$ cat config.mk
export PLATFORM = sky130hd
export DESIGN_NAME = osc_ctrl
export DESIGN_NICKNAME = d
export VERILOG_FILES = /design/src/rtl/osc_pkg.sv /design/src/rtl/osc_sync2.sv /design/src/rtl/osc_qual_counter.sv /design/src/rtl/osc_ctrl.sv
export SDC_FILE = /design/constraint.sdc
export NUM_CORES = 1
export LEC_CHECK = 0
export ABC_AREA = 1
export BUFFER_PORTS_ARGS = -buffer_cell sky130_fd_sc_hd__buf_2
export CAP_MARGIN = 40
export CORE_ASPECT_RATIO = 1.2
export CORE_UTILIZATION = 51
export CTS_BUF_LIST = sky130_fd_sc_hd__clkbuf_4
export DETAILED_ROUTE_END_ITERATION = 8
export MAX_ROUTING_LAYER = met4
export PLACE_DENSITY = 0.86
export SETUP_SLACK_MARGIN = 0.2
export SLEW_MARGIN = 20
export SYNTH_ARGS = -nofsm -noshare
export SYNTH_HDL_FRONTEND = slang
export SYNTH_SLANG_ARGS = --single-unit
$ cat constraint.sdc
create_clock -name sys_clk -period 2.42 [get_ports sys_clk]
set_input_delay 0 -clock sys_clk [delete_from_list [all_inputs] [get_ports sys_clk]]
set_output_delay 0 -clock sys_clk [all_outputs]
set_load 0.05 [all_outputs]
$ cat src/rtl/osc_pkg.sv
// Summary of operation
// - Off isolates both pins; raw clock static whichever source is selected.
// - Run request with crystal source selected enters Startup.
// - Output clock gated until counter sees 4096 raw clock cycles.
// - Count done moves Startup to Stable; Stable drives continuous clock.
// - Run request with pad source selected buffers pad clock to output.
// - Crystal mode uses both pins; external mode frees drive pin.
// - No own reset state; counter clears when clocks not requested.
// - Module never issues a reset request.
// - In stop, oscillator runs only if reference enable and keep-alive set.
// - Wake from very low leakage stop returns all bits to reset.
// - Module never raises an interrupt.
// - Reference clock in stop needs keep-alive set, and enable set before stop and held.
// - System clock runs only in run mode; others may run in stop.
package osc_pkg;

  localparam int unsigned ADDR_W = 32;
  localparam int unsigned DATA_W = 32;

  // ---------------------------------------------------------------
  // Register offsets
  // ---------------------------------------------------------------
  localparam logic [7:0] OFS_CTRL = 8'h00;
  localparam logic [7:0] OFS_CFG = 8'h04;
  localparam logic [7:0] OFS_STATUS = 8'h08;

  // ---------------------------------------------------------------
  // Field positions
  // ---------------------------------------------------------------
  localparam int unsigned CTRL_REF_EN_BIT = 7;
  localparam int unsigned CTRL_KEEP_BIT = 5;
  localparam int unsigned CTRL_LOAD_LSB = 0;
  localparam int unsigned CTRL_LOAD_W = 4;
  localparam int unsigned CFG_RUN_BIT = 0;
  localparam int unsigned CFG_SRC_BIT = 1;
  localparam int unsigned STAT_STATE_LSB = 0;
  localparam int unsigned STAT_DONE_BIT = 2;
  localparam int unsigned STAT_GEN_BIT = 3;

  // ---------------------------------------------------------------
  // Reset values and counts
  // ---------------------------------------------------------------
  localparam logic [7:0] CTRL_RESET = 8'h00;
  localparam logic [1:0] CFG_RESET = 2'h0;
  localparam int unsigned STABLE_COUNT = 4096;
  localparam int unsigned COUNT_W = 13;

  typedef enum logic [1:0] {
    ST_OFF = 2'b00,
    ST_STARTUP = 2'b01,
    ST_STABLE = 2'b10,
    ST_EXTCLK = 2'b11
  } osc_state_t;

  typedef struct packed {
    logic hsel;
    logic [ADDR_W-1:0] haddr;
    logic [1:0] htrans;
    logic hwrite;
    logic [2:0] hsize;
  } ahb_req_t;

  typedef struct packed {
    logic peripheral_ref_enable;
    logic stop_keep_alive;
    logic [CTRL_LOAD_W-1:0] load_select;
  } ctrl_reg_t;

  typedef struct packed {
    logic run_request;
    logic reference_source_select;
  } cfg_reg_t;

endpackage

$ cat src/rtl/osc_sync2.sv
`timescale 1ns/1ps
module osc_sync2 (
  input wire logic sys_clk,
  input wire logic ce,
  input wire logic rst,
  input wire logic async_in,
  output logic sync_out
);

  logic meta_reg;

  // Only the second stage is visible to other logic
  always_ff @(posedge sys_clk)
  begin
    if (rst)
    begin
      meta_reg <= 1'b0;
      sync_out <= 1'b0;
    end
    else if (ce)
    begin
      meta_reg <= async_in;
      sync_out <= meta_reg;
    end
  end

endmodule

$ cat src/rtl/osc_qual_counter.sv
`timescale 1ns/1ps
module osc_qual_counter (
  input wire logic sys_clk,
  input wire logic ce,
  input wire logic rst,
  input wire logic clear,
  input wire logic tick,
  output logic done
);

  localparam logic [osc_pkg::COUNT_W-1:0] TERMINAL =
    osc_pkg::COUNT_W'(osc_pkg::STABLE_COUNT);

  logic [osc_pkg::COUNT_W-1:0] count_reg;
  logic [osc_pkg::COUNT_W-1:0] count_next;
  wire at_end = (count_reg == TERMINAL);

  assign count_next = at_end ? count_reg : count_reg + 1'b1;

  always_ff @(posedge sys_clk)
  begin
    if (rst || (ce && clear))
      count_reg <= '0;
    else if (ce && tick)
      count_reg <= count_next;
  end

  assign done = at_end;

endmodule

$ cat src/rtl/osc_ctrl.sv
// Implementation choices: the AHB-Lite interface to the registers and the register offsets.
`timescale 1ns/1ps
module osc_ctrl (
  input wire logic sys_clk,
  input wire logic rst,
  input wire logic ce,
  input wire osc_pkg::ahb_req_t ahb_req,
  input wire logic hready,
  input wire logic [31:0] hwdata,
  output logic hreadyout,
  output logic hresp,
  output logic [31:0] hrdata,
  input wire logic raw_crystal_clock,
  input wire logic clock_input_pad,
  input wire logic stop_mode,
  input wire logic very_low_leakage_stop_wake,
  output logic amp_enable,
  output logic pad_isolate,
  output logic drive_output_pad_out,
  output logic drive_output_pad_oe,
  output logic [3:0] load_select,
  output logic osc_clk_out,
  output logic system_crystal_clock,
  output logic peripheral_reference_clock,
  output logic slow_32k_output,
  output logic stable_count_done,
  output logic reset_request,
  output logic irq
);

  // ---------------------------------------------------------------
  // Register bus slave
  // ---------------------------------------------------------------
  osc_pkg::ctrl_reg_t ctrl_reg;
  osc_pkg::cfg_reg_t cfg_reg;
  osc_pkg::osc_state_t state_reg;
  osc_pkg::osc_state_t state_next;
  logic wr_pend_reg;
  logic [7:0] wr_ofs_reg;
  logic [31:0] rdata_next;

  wire addr_phase = ahb_req.hsel && hready && ahb_req.htrans[1];
  wire [7:0] req_ofs = ahb_req.haddr[7:0];
  wire wr_ctrl = wr_pend_reg && (wr_ofs_reg == osc_pkg::OFS_CTRL);
  wire wr_cfg = wr_pend_reg && (wr_ofs_reg == osc_pkg::OFS_CFG);

  // Zero wait states, always OKAY
  assign hreadyout = 1'b1;
  assign hresp = 1'b0;

  function automatic logic [31:0] read_mux(
    input logic [7:0] ofs,
    input osc_pkg::ctrl_reg_t c,
    input osc_pkg::cfg_reg_t g,
    input logic [1:0] st,
    input logic dn,
    input logic gen
  );
    logic [31:0] v;
    v = 32'h0000_0000;
    case (ofs)
      osc_pkg::OFS_CTRL:
      begin
        v[osc_pkg::CTRL_REF_EN_BIT] = c.peripheral_ref_enable;
        v[osc_pkg::CTRL_KEEP_BIT] = c.stop_keep_alive;
        v[osc_pkg::CTRL_LOAD_LSB +: osc_pkg::CTRL_LOAD_W] = c.load_select;
      end
      osc_pkg::OFS_CFG:
      begin
        v[osc_pkg::CFG_RUN_BIT] = g.run_request;
        v[osc_pkg::CFG_SRC_BIT] = g.reference_source_select;
      end
      osc_pkg::OFS_STATUS:
      begin
        v[osc_pkg::STAT_STATE_LSB +: 2] = st;
        v[osc_pkg::STAT_DONE_BIT] = dn;
        v[osc_pkg::STAT_GEN_BIT] = gen;
      end
      default:
        v = 32'h0000_0000;
    endcase
    return v;
  endfunction

  always_ff @(posedge sys_clk)
  begin
    if (rst)
    begin
      wr_pend_reg <= 1'b0;
      wr_ofs_reg <= 8'h00;
    end
    else if (ce)
    begin
      wr_pend_reg <= addr_phase && ahb_req.hwrite;
      wr_ofs_reg <= req_ofs;
    end
  end

  // ---------------------------------------------------------------
  // Control and configuration bits
  // ---------------------------------------------------------------
  // Wake-up clear beats a write in the same cycle
  // wake restores resets
  always_ff @(posedge sys_clk)
  begin
    if (rst || (ce && very_low_leakage_stop_wake))
    begin
      ctrl_reg <= osc_pkg::ctrl_reg_t'(6'(osc_pkg::CTRL_RESET));
      cfg_reg <= osc_pkg::cfg_reg_t'(osc_pkg::CFG_RESET);
    end
    else if (ce)
    begin
      if (wr_ctrl)
      begin
        ctrl_reg.peripheral_ref_enable <= hwdata[osc_pkg::CTRL_REF_EN_BIT];
        ctrl_reg.stop_keep_alive <= hwdata[osc_pkg::CTRL_KEEP_BIT];
        ctrl_reg.load_select <=
          hwdata[osc_pkg::CTRL_LOAD_LSB +: osc_pkg::CTRL_LOAD_W];
      end
      if (wr_cfg)
      begin
        cfg_reg.run_request <= hwdata[osc_pkg::CFG_RUN_BIT];
        cfg_reg.reference_source_select <= hwdata[osc_pkg::CFG_SRC_BIT];
      end
    end
  end

  assign load_select = ctrl_reg.load_select;

  // ---------------------------------------------------------------
  // Pin synchronisers
  // ---------------------------------------------------------------
  logic raw_sync;
  logic pad_sync;
  logic raw_prev_reg;

  osc_sync2 u_raw_sync (
    .sys_clk(sys_clk),
    .ce(ce),
    .rst(rst),
    .async_in(raw_crystal_clock),
    .sync_out(raw_sync)
  );

  osc_sync2 u_pad_sync (
    .sys_clk(sys_clk),
    .ce(ce),
    .rst(rst),
    .async_in(clock_input_pad),
    .sync_out(pad_sync)
  );

  // ---------------------------------------------------------------
  // Stop handling
  // ---------------------------------------------------------------
  // Enable captured on stop entry, held through stop
  logic ref_at_stop_reg;
  logic stop_reg;

  always_ff @(posedge sys_clk)
  begin
    if (rst)
    begin
      ref_at_stop_reg <= 1'b0;
      stop_reg <= 1'b0;
    end
    else if (ce)
    begin
      stop_reg <= stop_mode;
      if (!stop_mode)
        ref_at_stop_reg <= ctrl_reg.peripheral_ref_enable;
    end
  end

  wire ref_kept =
    ctrl_reg.stop_keep_alive && ref_at_stop_reg &&
    ctrl_reg.peripheral_ref_enable;
  wire stop_allows = !stop_mode || ref_kept;
  wire gen_req = cfg_reg.run_request && stop_allows;
  wire src_drive_output_pad = cfg_reg.reference_source_select;

  // ---------------------------------------------------------------
  // Qualification counter
  // ---------------------------------------------------------------
  // Counting only while amplifier is up
  wire amp_on = gen_req && src_drive_output_pad;
  wire raw_gated = amp_on && raw_sync;
  wire raw_rise = raw_gated && !raw_prev_reg;

  always_ff @(posedge sys_clk)
  begin
    if (rst)
      raw_prev_reg <= 1'b0;
    else if (ce)
      raw_prev_reg <= raw_gated;
  end

  osc_qual_counter u_counter (
    .sys_clk(sys_clk),
    .ce(ce),
    .rst(rst),
    .clear(!amp_on),
    .tick(raw_rise),
    .done(stable_count_done)
  );

  // ---------------------------------------------------------------
  // State machine
  // ---------------------------------------------------------------
  always_comb
  begin
    case (state_reg)
      osc_pkg::ST_OFF,
      osc_pkg::ST_STARTUP,
      osc_pkg::ST_STABLE,
      osc_pkg::ST_EXTCLK:
      begin
        if (!gen_req)
          state_next = osc_pkg::ST_OFF;
        else if (!src_drive_output_pad)
          state_next = osc_pkg::ST_EXTCLK;
        else if (state_reg == osc_pkg::ST_OFF ||
                 state_reg == osc_pkg::ST_EXTCLK)
          state_next = osc_pkg::ST_STARTUP;
        else if (stable_count_done)
          state_next = osc_pkg::ST_STABLE;
        else
          state_next = osc_pkg::ST_STARTUP;
      end
      default:
        state_next = osc_pkg::ST_OFF;
    endcase
  end

  always_ff @(posedge sys_clk)
  begin
    if (rst)
      state_reg <= osc_pkg::ST_OFF;
    else if (ce)
      state_reg <= state_next;
  end

  // ---------------------------------------------------------------
  // Pins and output clocks
  // ---------------------------------------------------------------
  wire in_drive_output_pad = (state_reg == osc_pkg::ST_STARTUP) ||
                 (state_reg == osc_pkg::ST_STABLE);
  wire clk_next =
    (state_reg == osc_pkg::ST_STABLE) ? raw_sync :
    (state_reg == osc_pkg::ST_EXTCLK) ? pad_sync : 1'b0;
  wire sys_next = clk_next && !stop_mode;
  wire ref_next = clk_next && ctrl_reg.peripheral_ref_enable &&
                  (!stop_mode || ref_kept);
  wire slow_next = clk_next;

  always_ff @(posedge sys_clk)
  begin
    if (rst)
    begin
      osc_clk_out <= 1'b0;
      system_crystal_clock <= 1'b0;
      peripheral_reference_clock <= 1'b0;
      slow_32k_output <= 1'b0;
      drive_output_pad_out <= 1'b0;
      drive_output_pad_oe <= 1'b0;
      amp_enable <= 1'b0;
      pad_isolate <= 1'b1;
      hrdata <= 32'h0000_0000;
    end
    else if (ce)
    begin
      osc_clk_out <= clk_next;
      system_crystal_clock <= sys_next;
      peripheral_reference_clock <= ref_next;
      slow_32k_output <= slow_next;
      // drive pin only in crystal mode
      drive_output_pad_out <= in_drive_output_pad && !raw_sync;
      drive_output_pad_oe <= state_next == osc_pkg::ST_STARTUP ||
                             state_next == osc_pkg::ST_STABLE;
      amp_enable <= amp_on;
      pad_isolate <= state_next == osc_pkg::ST_OFF;
      hrdata <= rdata_next;
    end
  end

  assign rdata_next = (addr_phase && !ahb_req.hwrite) ?
    read_mux(req_ofs, ctrl_reg, cfg_reg, state_reg,
             stable_count_done, gen_req) : 32'h0000_0000;

  assign reset_request = 1'b0;
  assign irq = 1'b0;
endmodule

# [Word-level counts from Yosys, hierarchy flattened]
# Index checks and enable logic that the tools add are counted.
[word_totals] output_inout_bits=49 ff_bits=77 word_cells=86
[op_classes] bitwise=2 reduce_logical=39 n_eq_ne=9 addsub=1 muxes=12
[ops] cell="1-bit logical AND" count=19
[ops] cell="8-bit by 3-bit == test with 1-bit output (second input constant)" count=2
[ops] cell="8-bit zero test" count=2
[ops] cell="13-bit by 1-bit adder with 13-bit output (second input constant)" count=1
[ops] cell="13-bit == test (second input constant)" count=1
[ops] cell="2-bit two-way mux" count=5
[ops] cell="8-bit by 4-bit == test with 1-bit output (second input constant)" count=1
[ops] cell="8-bit two-way mux" count=1
[ops] cell="2-bit AND reduction" count=4
[ops] cell="2-bit == test (second input constant)" count=3
[ops] cell="1-bit logical OR" count=6
[ops] cell="2-bit case mux with 3 select lines" count=1
[ops] cell="1-bit zero test" count=5
[ops] cell="2-bit by 1-bit == test with 1-bit output (second input constant)" count=2
[ops] cell="2-bit zero test" count=2
[ops] cell="1-bit two-way mux" count=4
[ops] cell="2-bit case mux with 2 select lines" count=1
[ops] cell="4-bit OR reduction" count=1
[ops] cell="1-bit NOT" count=2

# [Longest topological paths before layout]
# Gate-level depths: netlist of the first run.
[depth] ltp_word=9 depth_mapped=10

# [By module]
# Synthesis of the first run repeated with hierarchy kept, for this count alone.
[hier_totals] cells_unflattened=428 hier_area_um2=2926.6
[by_module_without_submodules] mod="osc_ctrl" cells_per_inst=261 n_inst=1 area_per_inst_um2=1861.8
[by_module_without_submodules] mod="osc_qual_counter" cells_per_inst=141 n_inst=1 area_per_inst_um2=902.1
[by_module_without_submodules] mod="osc_sync2" cells_per_inst=13 n_inst=2 area_per_inst_um2=81.3

# [Worst setup path after synthesis of the first run]
# No wires, ideal clock.
[synth_path] path_kind="flip-flop to flip-flop" start="register u_counter.count_reg[0] (netlist bit)" end="register drive_output_pad_oe" stages_incl_launch_ff=11 setup_ps=117 t_arrival_ps=1402 path_slack_ps=902 path_buffers=0 cell_sequence="dfxtp_1 inv_1 ha_1 nand2_1 nor3_1 nand3_1 nand2_1 nand2_1 ha_1 nor2_1 nor2_1"
[synth_via] elab_chain_cells=8
[synth_lines] element="start: declaration" line="osc_qual_counter.sv:14" text="logic [osc_pkg::COUNT_W-1:0] count_reg;"
[synth_lines] element="start signal: assignment" line="osc_qual_counter.sv:25" text="count_reg <= count_next;"
[synth_lines] element="13-bit == test (*)" line="osc_qual_counter.sv:16" text="wire at_end = (count_reg == TERMINAL);"
[synth_lines] element="2-bit two-way mux (*)" line="osc_ctrl.sv:225" text="else if (stable_count_done)"
[synth_lines] element="2-bit two-way mux (*)" line="osc_ctrl.sv:222" text="else if (state_reg == osc_pkg::ST_OFF ||"
[synth_lines] element="2-bit two-way mux (*)" line="osc_ctrl.sv:220" text="else if (!src_drive_output_pad)"
[synth_lines] element="2-bit two-way mux (*)" line="osc_ctrl.sv:218" text="if (!gen_req)"
[synth_lines] element="2-bit two-way mux (*)" line="osc_ctrl.sv:212" text="case (state_reg)"
[synth_lines] element="2-bit by 1-bit == test with 1-bit output / 2-bit == test (equally long branches)" line="osc_ctrl.sv:278, osc_ctrl.sv:279"
[synth_lines] element="1-bit logical OR (*)" line="osc_ctrl.sv:278" text="drive_output_pad_oe <= state_next == osc_pkg::ST_STARTUP ||"
[synth_lines] element="end signal: assignment" line="osc_ctrl.sv:278"
[synth_lines] element="end: declaration" line="osc_ctrl.sv:20" text="output logic drive_output_pad_oe,"
# Mark *: on every way between the ends. The rest lies on a longest branch, timed or not. The select of a mux whose other input is x is not followed.
# A chain may end at the register's enable or synchronous reset.

# [Worst setup path after layout of the first run]
[layout_path] start="register u_counter.count_reg[0] (netlist bit)" end="output port stable_count_done"
[layout_via] elab_chain_cells=1
[layout_lines] element="13-bit == test" line="osc_qual_counter.sv:16"
[layout_lines] element="end: declaration" line="osc_ctrl.sv:26" text="output logic stable_count_done,"
# No other way between the ends.

==> out/results.ini, run 1 <==
[global_route]
overflow=0
grt_pass1_wl_um=9140
grt_max_degree=34
grt_antenna_before_repair=0
grt_pass1_vias=2190
grt_use_total=0.224

[synth]
syn_avg_cell_area_um2=7.05
synth-seq-cells=51
yosysSeqAreaShare=0.387
synth_top_cell_by_area=dfxtp_1
synth_cell_types=29
netlist_area_um2=2640
synth_cells=374
yosys_warnings=0
yosysTopAreaCellShare=0.387
synth.area.top_cells=dfxtp_1 (39%), buf_4 (10%), nor2_1 (9.8%)

[sta]
setup_violations=0
clock-skew-final_ns=0.0193
fin_crit_sh=0.803
slew_headroom=0.635
hold_viol=0
tightest_slew_ns=0.548
rsz0062_at_grt=no
fin_setup_tns_ns=0
maxSlewViolCount=0
fin_crit_ns=1.94
max_freq_mhz=514

[power]
peakVddDrop_v=0.000407
power_frac_clock=0.257
p_leak_uw=0.00135
netSwitchingFraction=0.317
p_int_uw=1050
switchingPower_uw=489
power_uw=1540
p_seq_frac=0.568
comb_power_share=0.174
powerDensity_nw_per_um2=517

[drt]
drt_wl_total_um=5710
drt_pre_antenna_iters=4
vias=2482
route.detailed.drc=0
antenna_left=0
post_drt_wl_per_cell_um=11.7
dr.first_iter.drc_count=139
viasPerCell=5.08

[setup_path]
setup.worst_path.class=reg2out
setup.worst_path.end_class=primary output
rr_startpoint=u_counter.count_reg[0]$_SDFFE_PP0P_
crit_fanout=8
crit_cells=7
cp_top_family=simple AND/OR/NAND/NOR gates
startpoint_type=register
slowest_stage=dfxtp_1
crit_path_cell_trace=inv_1 -> ha_1 -> nand2_1 -> nor3_1 -> nand2_1 -> inv_1 -> buf_2
max_stage_delay_ns=0.37
reg2reg_depth=10
crit_path_start=u_counter.count_reg[0]$_SDFFE_PP0P_
critPathBufInv=3
crit_required_ns=2.42
r2r_slack_ns=0.67
crit_arrival_ns=1.94

[die]
die_w_um=67.7
initial_core_util=0.534
die-area_um2=5460
core_area_um2=4940
fp.dieH_um=80.8
ioPinCount=128
row_count=28

[layout]
antenna_cells=0
final_common_cell=nor2_1
layout_common_cells=nor2_1 (69), nand2_1 (55), dfxtp_1 (51)
drive_gt1_frac=0.142
nNetsFinal=512
synthToLayoutAreaGrowth_pct=13.1
largest_reg_flops=13

[place]
hpwl_um=3810
place_congestion=0.915
port_buffers=43

[outcome]
status=completed

[cts]
path_clk_slew_ns=0.15
clk_latency_ns=0.37
post_cts_buffers=0
post_cts_resized=0
clock_path_buffers=2
cts_root_buffer=clkbuf_4
clock_sinks=51
h-tree-depth=2
cts_buffers=5
cts_tree=yes

[worst_hold_path]
hold_path_depth=4
min-delay-path-class=in2reg
min_from=very_low_leakage_stop_wake

[job]
drv_cap=0

[stage by stage]
stage	hold slack (ns)	util	cells	setup slack (ns)	cell area, µm²
floorplan	0.135	-	402	0.902	2740
global route	0.0713	0.604	489	0.318	2980
CTS	0.0206	0.604	489	0.462	2980
global placement	0.227	0.550	460	0.732	2720
finish	0.0413	0.604	489	0.476	2980
detailed placement	0.235	0.550	460	0.694	2720
[layer usage]
metal  GRT usage  part of all wire  vias to the layer above
met3      0.0407             0.036                       14
li1            -                 -                     1243
met1       0.236              0.40                     1154
met5           -                 0                        -
met4       0.104             0.020                        0
met2       0.395              0.54                       71
[Yosys cell counts]
master and n:
inv_2 3, xnor2_1 1, and2_1 1, nand3_1 33, buf_2 1, and3_1 1, nand2_2 2, ha_1 5
nand3_2 1, o21ai_0 28, a21oi_4 1, clkinv_1 1, buf_6 2, nor3_1 1, inv_1 30, xor2_1 1
nand2_1 55, buf_4 35, nor3b_2 1, a21boi_0 1, clkbuf_1 7, nor2_1 69, nor3_2 1, nand4_1 4
nor2_4 1, conb_1 2, dfxtp_1 51, nand4_4 1, a21oi_1 34
[kinds of logic after synthesis]
logic type               synth area share
flip-flops                          0.387
adder cells (fa/ha/maj)            0.0237
AO/OA/AOI/OAI                       0.127
XOR/XNOR                          0.00664
buffers and inverters               0.168
other                             0.00285
AND/OR/NAND/NOR                     0.285
[worst reg2reg max path, cell delays in order (launching register included)]
cell     delay [ns]
dfxtp_1        0.37
inv_1          0.09
ha_1           0.15
nand2_1        0.05
nor3_1         0.28
nand3_1        0.13
nand2_1        0.07
nand2_1        0.08
ha_1           0.29
nor2_1         0.10
nor2_1         0.06
[worst paths after layout]
check,endpoint
max reg2reg,drive_output_pad_oe$_SDFFE_PP0P_
min,cfg_reg[1]$_SDFFE_PP0P_
min reg2reg,load_select[2]$_SDFFE_PP0P_
max,stable_count_done
[repair_timing]
item / CTS / global route
hold buffers: 21 / 0
setup endpoints to repair: 0 / 0
hold endpoints to repair: 27 / 0
[layout make-up]
cell class | instances | area [µm²]
clock buffers | 6 | 45.0
multi-input cells | 272 | 1280
clock inverters | 2 | 12.5
repair buffers | 64 | 425
fillers | 440 | 1960
well taps | 60 | 75.1
flip-flops and latches | 51 | 1020
inverters | 34 | 128
[power by group through the flow]
stage	Sequential (µW)	Clock (µW)	Combinational, µW
final	876	397	269
after global routing	880	432	291
after floorplan	909	0	219
after global placement	894	0	237
after detailed placement	894	0	241
after CTS	876	398	265
No activity file was read; power rests on OpenSTA's default activity.
==> run 2, diff against run 1 <==
- CORE_UTILIZATION: 51 -> 43
- PLACE_DENSITY: 0.86 -> 0.77
- clock period: 2.42 -> 1.77 ns (I/O delays scaled with it)
==> run 2 against run 1 <==
  * Sequential cell count unchanged
  * Register-to-register slack worse by 0.45 ns
  * Combinational power up 40%
  * Sequential share of layout area down 1.9 points
  * Final area up 6.4%
  * Utilization down 5.5 points
==> out/results.ini, run 2 (synthesis gave the netlist of run 1 again) <==
[place]
hpwl_um=4040
place_ws_ns=0.0772
place_congestion=0.872
port_buffers=43
dp_cells=487

[cts]
clock_sinks=51
clk_latency_ns=0.38
clock_path_buffers=2
cts_root_buffer=clkbuf_4
cts_tree=yes
path_clk_slew_ns=0.14
cts_buffers=5
h-tree-depth=2

[power]
power_uw=2110
peakVddDrop_v=0.000462
powerDensity_nw_per_um2=665
p_leak_uw=0.00141

[global_route]
use_met2=0.363
grt_max_degree=24
top_usage_layer=met2
grt_antenna_before_repair=0
overflow=0
grt_pass1_vias=2263
grt_pass1_wl_um=9800
grt_util_met1=0.212
grt_use_total=0.202
grtUsageMet3=0.0426

[setup_path]
crit_required_ns=2.05
cpMostUsedCell=nor2_1
reg2reg_depth=6
setup.worst_path.end_class=register
crit_arrival_ns=1.83
max_stage_delay_ns=0.39
startpoint_type=register
setup.worst_path.class=reg2reg
slowest_stage=dfxtp_1
crit_fanout=3
crit_path_cell_trace=nand3_1 -> a21boi_0 -> nand2_1 -> ha_4 -> nor2_1 -> nor2_1

[layout]
largest_reg_flops=13
seq_area_um2=1030
drive_gt1_frac=0.200
postLayoutCoreUtil=0.549
fin_cells=520
nNetsFinal=523
synthToLayoutAreaGrowth_pct=20.4
final_common_cell=nor2_1
fillers=560
multiInputGateArea_um2=1360
antenna_cells=0
layout_common_cells=nor2_1 (66), nand2_1 (52), dfxtp_1 (49)

[drt]
viasPerCell=4.78
antenna_left=0
vias=2485
drt_pre_antenna_iters=5
drt_wl_total_um=6020
post_drt_wl_per_cell_um=11.6
route.detailed.drc=0
dr.first_iter.drc_count=115

[sta]
slew_headroom=0.648
maxSlewViolCount=0
setup_violations=0
rsz0062_at_grt=yes
max_freq_mhz=647
fin_crit_ns=1.55
hold_viol=0
tightest_slew_ns=0.528
fin_setup_tns_ns=0
clock-skew-final_ns=0.0181
fin_crit_sh=0.874
layout_setup_ws_ns=0.223

[die]
ioPinCount=128
die_w_um=73.5
initial_core_util=0.456
fp.dieH_um=87.8
row_count=30
die-area_um2=6450
core_area_um2=5780

[worst_hold_path]
hold_path_depth=4
min-delay-path-class=in2reg

[outcome]
status=completed

[job]
drv_cap=0

-- run 2: area by class of cell --
cell class	instances	share of cell area
Clock buffer	6	0.0142
Multi-Input combinational cell	273	0.427
Sequential cell	51	0.323
Timing Repair Buffer	74	0.160
Clock inverter	2	0.00394
Tap cell	80	0.0315
Inverter	34	0.0402
-- run 2: report_power, final --
part           switching, µW  leakage, µW  internal [µW]
sequential              18.2     0.000417           1180
combinational            280     0.000958           96.8
clock                    366    0.0000333            170
total                    664      0.00141           1450
-- run 2: final timing paths --
path / slack [ns] / to / start
min: 0.03 / load_select[2]$_SDFFE_PP0P_ / very_low_leakage_stop_wake
max: 0.22 / drive_output_pad_oe$_SDFFE_PP0P_ / ctrl_reg[4]$_SDFFE_PP0P_
min reg2reg: 0.47 / hrdata[5]$_SDFFE_PP0P_ / hrdata[5]$_SDFFE_PP0P_
max reg2reg: 0.22 / drive_output_pad_oe$_SDFFE_PP0P_ / ctrl_reg[4]$_SDFFE_PP0P_
-- run 2: metrics by stage --
step	hold WS [ns]	cell area (µm²)
after floorplan	0.135	2740
after global placement	0.229	2790
after detailed placement	0.236	2790
after CTS	0.00622	3120
after global routing	0.0519	3170
final	0.0290	3170
-- run 2: worst max-delay path: cells and delay by family (launching register included) --
family	cells	cell delay, ns
simple gates	4	0.45
flops	1	0.39
compound gates	1	0.36
fa+ha+maj	1	0.27
-- run 2: layer usage --
layer,vias to the layer above,part of all wire,routed length (µm)
met1,1111,0.40,2430
met5,-,0,0
li1,1266,-,-
met3,18,0.047,281
met2,90,0.52,3160
met4,0,0.026,156
-- run 2: repair_timing --
action                     4_1_cts  5_1_grt
hold buffers                    20        0
buffers inserted                 2        2
hold endpoints to repair        28        0
gates cloned                     0        1
setup endpoints to repair        7       17
pin swaps                        7        7
resized for setup               14       10
